`src/hdl/abs_pkg.sv`:
```
// constants for the converter boundary-scan control cells
// Summary of operation
// - hold low tracks input, high freezes sample
// - precharge comparator latch while precharge control low
// - ground enable grounds comparator negative input
// - three-bit field selects differential negative input
// - pass-gate control enables gain pass gate, idles 1
// - supply select makes supply the converter reference
// - ten-bit code drives the internal DAC
// - power control powers converter analog circuitry
// - comparator result captured into observable scan cell
package abs_pkg;
   localparam int ABS_CHAIN_LEN = 39;
   localparam int ABS_ADDR_W = 8;
   // chain positions, bit 0 is first in and first out
   localparam int POS_SUPPLY_REF = 0;
   localparam int POS_SETTLE = 1;
   localparam int POS_COMPARATOR_PRECHARGE_N_N = 2;
   localparam int POS_PASS_GATE = 3;
   localparam int POS_NEG_SEL = 4;
   localparam int NEG_SEL_W = 3;
   localparam int POS_MUX = 7;
   localparam int MUX_W = 8;
   localparam int POS_BG_REF = 15;
   localparam int POS_HOLD = 16;
   localparam int POS_GND_EN = 17;
   localparam int POS_BYPASS = 18;
   localparam int POS_DAC = 19;
   localparam int DAC_W = 10;
   localparam int POS_GAIN_PWR = 29;
   localparam int POS_CONV_PWR = 30;
   localparam int POS_BG_NEG = 31;
   localparam int POS_HIGH_SPEED = 32;
   localparam int POS_GAIN_PATH = 33;
   localparam int POS_GAIN_CLK = 34;
   localparam int POS_COMP = 35;
   localparam int POS_GAIN_TEN = 36;
   localparam int POS_GAIN_TWENTY = 37;
   localparam int POS_SC_TEST = 38;
   // idle values: hold, mux bit 0, pass gate, precharge, dac bit 9, bypass high
   localparam logic [ABS_CHAIN_LEN-1:0] ABS_IDLE = 39'h00_1005_008C;
   // register port map
   localparam logic [ABS_ADDR_W-1:0] ADDR_UPD_LO = 8'h00;
   localparam logic [ABS_ADDR_W-1:0] ADDR_UPD_HI = 8'h04;
   localparam logic [ABS_ADDR_W-1:0] ADDR_CTRL = 8'h08;
   localparam logic [ABS_ADDR_W-1:0] ADDR_STATUS = 8'h0C;
   localparam int CTRL_SCAN_EN = 0;
   localparam logic CTRL_SCAN_EN_RST = 1'b1;
   localparam int STAT_COMP = 0;
   localparam int STAT_CONTENTION = 1;
endpackage : abs_pkg

```
`src/hdl/abs_ctrl.sv`:
```
// boundary-scan capture, shift and update cells for the converter analog core
//
// The strobed register port and the address map are this design's own decisions.
`timescale 1ns/10ps
module abs_ctrl (
   input wire logic i_core_clk,
   input wire logic i_rst,
   // scan controls from the test access port logic on this clock
   input wire logic i_capture_dr,
   input wire logic i_shift_dr,
   input wire logic i_update_dr,
   input wire logic i_tdi,
   output logic o_tdo,
   // comparator output from the analog core
   input wire logic i_comparator_out,
   // register port
   input wire logic [abs_pkg::ABS_ADDR_W-1:0] i_addr,
   input wire logic [31:0] i_wr_data,
   input wire logic i_wr,
   input wire logic i_rd,
   output logic [31:0] o_rd_data,
   // analog controls
   output logic o_sample_hold,
   output logic o_comparator_precharge_n,
   output logic o_neg_input_ground_enable,
   output logic [abs_pkg::NEG_SEL_W-1:0] o_neg_input_select,
   output logic o_gain_pass_gate_enable,
   output logic o_supply_reference_select,
   output logic o_settle_assist,
   output logic [abs_pkg::DAC_W-1:0] o_dac_code,
   output logic o_converter_power_enable,
   output logic o_gain_stage_power_enable,
   output logic [abs_pkg::MUX_W-1:0] o_input_mux_select,
   output logic o_bandgap_as_dac_reference,
   output logic o_bandgap_neg_enable,
   output logic o_gain_ten_enable,
   output logic o_gain_twenty_enable,
   output logic o_switch_cap_test_enable,
   output logic o_comparator_high_speed,
   output logic o_gain_clock,
   output logic o_gain_path_enable,
   output logic o_bypass_channels
);
   import abs_pkg::*;

   logic [ABS_CHAIN_LEN-1:0] shift_reg;
   logic [ABS_CHAIN_LEN-1:0] upd_reg;
   logic comp_sync;
   logic scan_en;
   logic contention;
   logic upd_fire;

   abs_sync u_comp_sync (
      .i_core_clk(i_core_clk),
      .i_rst(i_rst),
      .i_async(i_comparator_out),
      .o_sync(comp_sync)
   );

   // flags when more than one negative-input source is selected at once
   function automatic logic multi_source(input logic [ABS_CHAIN_LEN-1:0] v);
      logic [1:0] n;
      n = 2'(v[POS_GND_EN]) + 2'(v[POS_BG_NEG]) + 2'(|v[POS_NEG_SEL +: NEG_SEL_W]);
      return n > 2'd1;
   endfunction : multi_source

   assign upd_fire = i_update_dr && scan_en;
   assign contention = multi_source(upd_reg);

   // capture takes priority over shift; comparator result lands in its cell
   always_ff @(posedge i_core_clk or posedge i_rst) begin
      if (i_rst) begin
         shift_reg <= ABS_IDLE;
      end else if (i_capture_dr) begin
         shift_reg <= upd_reg;
         shift_reg[POS_COMP] <= comp_sync;
      end else if (i_shift_dr) begin
         shift_reg <= {i_tdi, shift_reg[ABS_CHAIN_LEN-1:1]};
      end
   end

   assign o_tdo = shift_reg[0];

   // update stage starts at idle values and moves only on an update
   always_ff @(posedge i_core_clk or posedge i_rst) begin
      if (i_rst) begin
         upd_reg <= ABS_IDLE;
      end else if (upd_fire) begin
         upd_reg <= shift_reg;
      end
   end

   always_ff @(posedge i_core_clk or posedge i_rst) begin
      if (i_rst) begin
         scan_en <= CTRL_SCAN_EN_RST;
      end else if (i_wr && i_addr == ADDR_CTRL) begin
         scan_en <= i_wr_data[CTRL_SCAN_EN];
      end
   end

   always_ff @(posedge i_core_clk or posedge i_rst) begin
      if (i_rst) begin
         o_rd_data <= 32'h0000_0000;
      end else if (i_rd) begin
         case (i_addr)
            ADDR_UPD_LO: o_rd_data <= upd_reg[31:0];
            ADDR_UPD_HI: o_rd_data <= {25'h000_0000, upd_reg[ABS_CHAIN_LEN-1:32]};
            ADDR_CTRL: o_rd_data <= {31'h0000_0000, scan_en};
            ADDR_STATUS: o_rd_data <= {30'h0000_0000, contention, comp_sync};
            default: o_rd_data <= 32'h0000_0000;
         endcase
      end else begin
         o_rd_data <= 32'h0000_0000;
      end
   end

   // analog controls are straight taps of the update stage
   assign o_sample_hold = upd_reg[POS_HOLD];
   assign o_comparator_precharge_n = upd_reg[POS_COMPARATOR_PRECHARGE_N_N];
   assign o_neg_input_ground_enable = upd_reg[POS_GND_EN];
   assign o_neg_input_select = upd_reg[POS_NEG_SEL +: NEG_SEL_W];
   assign o_gain_pass_gate_enable = upd_reg[POS_PASS_GATE];
   assign o_supply_reference_select = upd_reg[POS_SUPPLY_REF];
   assign o_settle_assist = upd_reg[POS_SETTLE];
   assign o_dac_code = upd_reg[POS_DAC +: DAC_W];
   assign o_converter_power_enable = upd_reg[POS_CONV_PWR];
   assign o_gain_stage_power_enable = upd_reg[POS_GAIN_PWR];
   assign o_input_mux_select = upd_reg[POS_MUX +: MUX_W];
   assign o_bandgap_as_dac_reference = upd_reg[POS_BG_REF];
   assign o_bandgap_neg_enable = upd_reg[POS_BG_NEG];
   assign o_gain_ten_enable = upd_reg[POS_GAIN_TEN];
   assign o_gain_twenty_enable = upd_reg[POS_GAIN_TWENTY];
   assign o_switch_cap_test_enable = upd_reg[POS_SC_TEST];
   assign o_comparator_high_speed = upd_reg[POS_HIGH_SPEED];
   assign o_gain_clock = upd_reg[POS_GAIN_CLK];
   assign o_gain_path_enable = upd_reg[POS_GAIN_PATH];
   assign o_bypass_channels = upd_reg[POS_BYPASS];
endmodule : abs_ctrl

```
`src/hdl/abs_sync.sv`:
```
// two-flop synchroniser for the analog comparator result
`timescale 1ns/10ps
module abs_sync (
   input wire logic i_core_clk,
   input wire logic i_rst,
   input wire logic i_async,
   output logic o_sync
);
   logic meta;

   always_ff @(posedge i_core_clk or posedge i_rst) begin
      if (i_rst) begin
         meta <= 1'b0;
         o_sync <= 1'b0;
      end else begin
         meta <= i_async;
         o_sync <= meta;
      end
   end
endmodule : abs_sync

```
`config.mk`:
```
export PLATFORM = sky130hd
export DESIGN_NAME = abs_ctrl
export DESIGN_NICKNAME = d
export VERILOG_FILES = /design/src/hdl/abs_pkg.sv /design/src/hdl/abs_ctrl.sv /design/src/hdl/abs_sync.sv
export SDC_FILE = /design/constraint.sdc
export NUM_CORES = 1
export LEC_CHECK = 0
export ABC_AREA = 1
export BUFFER_PORTS_ARGS = -buffer_cell sky130_fd_sc_hd__clkbuf_2
export CAP_MARGIN = 5
export CORE_MARGIN = 2
export CORE_UTILIZATION = 45
export CTS_CLUSTER_SIZE = 16
export DETAILED_ROUTE_END_ITERATION = 10
export PLACE_DENSITY = 0.78
export REMOVE_ABC_BUFFERS = 1
export SLEW_MARGIN = 10
export SYNTH_ARGS = -nofsm -noshare
export SYNTH_HDL_FRONTEND = slang
export SYNTH_SLANG_ARGS = --single-unit
```
`constraint.sdc`:
```
create_clock -name i_core_clk -period 8.3 [get_ports i_core_clk]
set_input_delay 0.415 -clock i_core_clk [delete_from_list [all_inputs] [get_ports i_core_clk]]
set_output_delay 0.415 -clock i_core_clk [all_outputs]
set_load 0.02 [all_outputs]
```
==> results.md <==
* Leakage power at 2.839 nW
* Slew @ Worst Pin at 0.8558 ns
* Clk slew on worst S/H paths at 0.05 ns
* Syn_area_per_cell at 10.27 sq um
* Worst EP arrival at 2.29 ns
* Worst Skew at 0.007993 ns
* Post-CTS Setup Bufs at 0
* Final instance area at 0.005782 sq mm
* Routed via count at 3,481
* Status: finished, final reports clean
* CTS H-tree lvls at 4
* Tmin final at 1.744 ns
* Post-Place Worst Slack at 6.159 ns
* F_max at 573.4 MHz
* R2R depth at 3
* Tot Pwr at 0.001810 W
* VDD IR max at 0.1361 mV
* Crit path buf inv count at 4
* Synthesis Warnings at 0
* Int Power at 0.001297 W
* CP endpoint kind: asynchronous set/reset pin
* Net Sw Power at 0.0005127 W
* Cell taking the most area after synthesis: dfrtp_1
* Most common cell after layout, fill and taps aside: dfrtp_1
* Flop pwr share at 40.2%
* RSZ-0062 raised after global routing: false
* Initial antenna violation count at 0
* I/O Buffers at 88
* Post-layout net count at 582
* MaxCap Viol Count at 0
* Initial Utilization at 46.34%
* Vias/cell at 5.112
* Gp weighted congestion at 0.8028
* CP Depth at 4
* First-pass GRT wire length at 16.53 mm
* Yosys reg bits at 113
* Power Density at 313.1 mW/mm^2
* Layout cells sized above 1 at 30.46%
* Routed Wire Length at 9.770 mm
* Core Rows at 37
* Netlist Area Pre-Place at 0.004806 sq mm
* Final hold viol count at 0
* Most frequent cells in the layout: dfrtp_1, clkbuf_2, inv_1
* Worst-path maximum fanout at 68
* Top post-synthesis cells by area: dfrtp_1, dfstp_2, inv_1
* Slowest stage delay, CP at 0.75 ns
* Top Ports at 120
* Die Area at 0.01152 sq mm
* GRT Total Usage at 18.58%
* Worst hold stages at 3
* Top delay family on crit path: buffers and inverters
* Drt pass-1 iters at 5
* Worst Path Required at 8.84 ns
* Area grow syn2layout at 20.31%
* Die height at 107.3 microns
* Total CTS buffers at 17
* Min-Delay Path Class: input pin to flop
* Remaining Overflow, GRT at 0
* ANT nets after route at 0
* Final setup viols at 0
* Fin cells at 681
* CP Cell Sequence: dlygate4sd3_1 -> clkbuf_2 -> inv_4 -> buf_4
* Core ar. at 0.01037 sq mm
* Clk_lat worst skew at 0.52 ns
* Clock group share of total power at 43.6%
* Mapped Cells at 468
* Slew HR at 42.95%
* Final setup margin at 6.556 ns
* Combinational power share at 16.2%
* WL/cell at 14.35 microns
* DRC Markers at 0
* Vias in the first global route at 3,465
* Crit path launch type: input pin
* Root Buffer: clkbuf_8
* Slowest-stage cell, CP: buf_4
* CTS tree: built
* Sw Ratio at 28.33%
* Placed insts at 647
* Slew Viols, Final at 0
* Critical path class: input pin to asynchronous set/reset pin
* Period utilization at 21.01%
* Post-DP HPWL at 6.074 mm
* Max clock buf depth at 2
* DRT iter0 DRCs at 168
* Largest net degree at the start of global routing at 78
* Post-DP Area at 0.005110 sq mm
* # diodes at 0
* Clock sink total at 113
* Die width at 107.3 microns
* Post-synth cell types at 28
* Seq/Total Area, Yosys at 59.18%
* Post-synth top area share at 52.07%
* Setup TNS at 0 ns
final timing paths:
| kind | slack [ns] | endpoint | from |
|---|---|---|---|
| min reg2reg | 0.35 | u_comp_sync.o_sync | u_comp_sync.meta |
| max | 6.56 | upd_reg[4] | i_rst |
| min in group asynchronous | 0.49 | o_rd_data[31] | i_rst |
| max reg2reg | 6.81 | upd_reg[0] | scan_en |
| min | 0.08 | scan_en | i_wr_data[0] |
| max in group i_core_clk | 6.60 | shift_reg[3] | i_shift_dr |
logic make-up (layout without fill, tap and decap cells):
family                   Yosys count  count (layout)  synth area share [%]
AO/OA/AOI/OAI                    123             123                 14.81
flip-flops                       113             113                 59.18
buffers and inverters            123             200                 12.89
multiplexers                       1               1                0.2343
AND/OR/NAND/NOR                  107             107                 12.63
adder cells (fa/ha/maj)            1               1                0.2603
power groups by stage:
stage	sequential (W)	clock (W)	combinational [W]
floorplan	0.000776	0	0.000143
global placement	0.000729	0	0.000285
detailed placement	0.000734	0	0.000294
CTS	0.000726	0.000801	0.000297
global route	0.000740	0.000826	0.000327
finish	0.000727	0.000789	0.000293
synth_stat cells (all sizes together):
| library cell | instances |
|---|---|
| buf | 39 |
| nand2 | 57 |
| nand4 | 1 |
| mux2 | 1 |
| dfrtp | 100 |
| a21oi | 5 |
| ha | 1 |
| a31oi | 38 |
| nand3 | 10 |
| o21ai | 41 |
| nand3b | 1 |
| dfstp | 13 |
| nor2 | 37 |
| inv | 74 |
| o22ai | 39 |
| or2 | 1 |
| clkbuf | 10 |
routing by layer:
metal	vias up	track usage, %	part of all wire (%)
li1	1652	-	-
met3	18	4.298	5.1
met1	1713	23.23	43
met5	-	0	0
met2	98	30.61	50
met4	0	8.791	2.0
layout make-up:
cell class | count | area [sq um]
Clock buffer | 22 | 473.0
Clock inverter | 10 | 178.9
Fill cell | 886 | 4588
Inverter | 74 | 280.3
Multi-Input combinational cell | 232 | 1345
Sequential cell | 113 | 2844
Tap cell | 136 | 170.2
Timing Repair Buffer | 94 | 490.5
worst register-to-register path, stage by stage, from the launching register on:
cell and delay [ns]:
dfstp_2 0.38, nand2_2 0.05, buf_4 0.54, mux2_2 0.41
stage by stage:
stage | hold slack (ns) | utilization [%]
global route | 0.08827 | 55.76
CTS | 0.06933 | 55.76
floorplan | 0.3312 | -
global placement | 0.3364 | 49.28
detailed placement | 0.3347 | 49.28
finish | 0.08437 | 55.76
timing repair:
action / CTS / global route
endpoints found under the hold margin: 43 / 0
hold buffers: 2 / 0
gates resized for setup: 0 / 0
No activity file was read; power rests on OpenSTA's default activity.
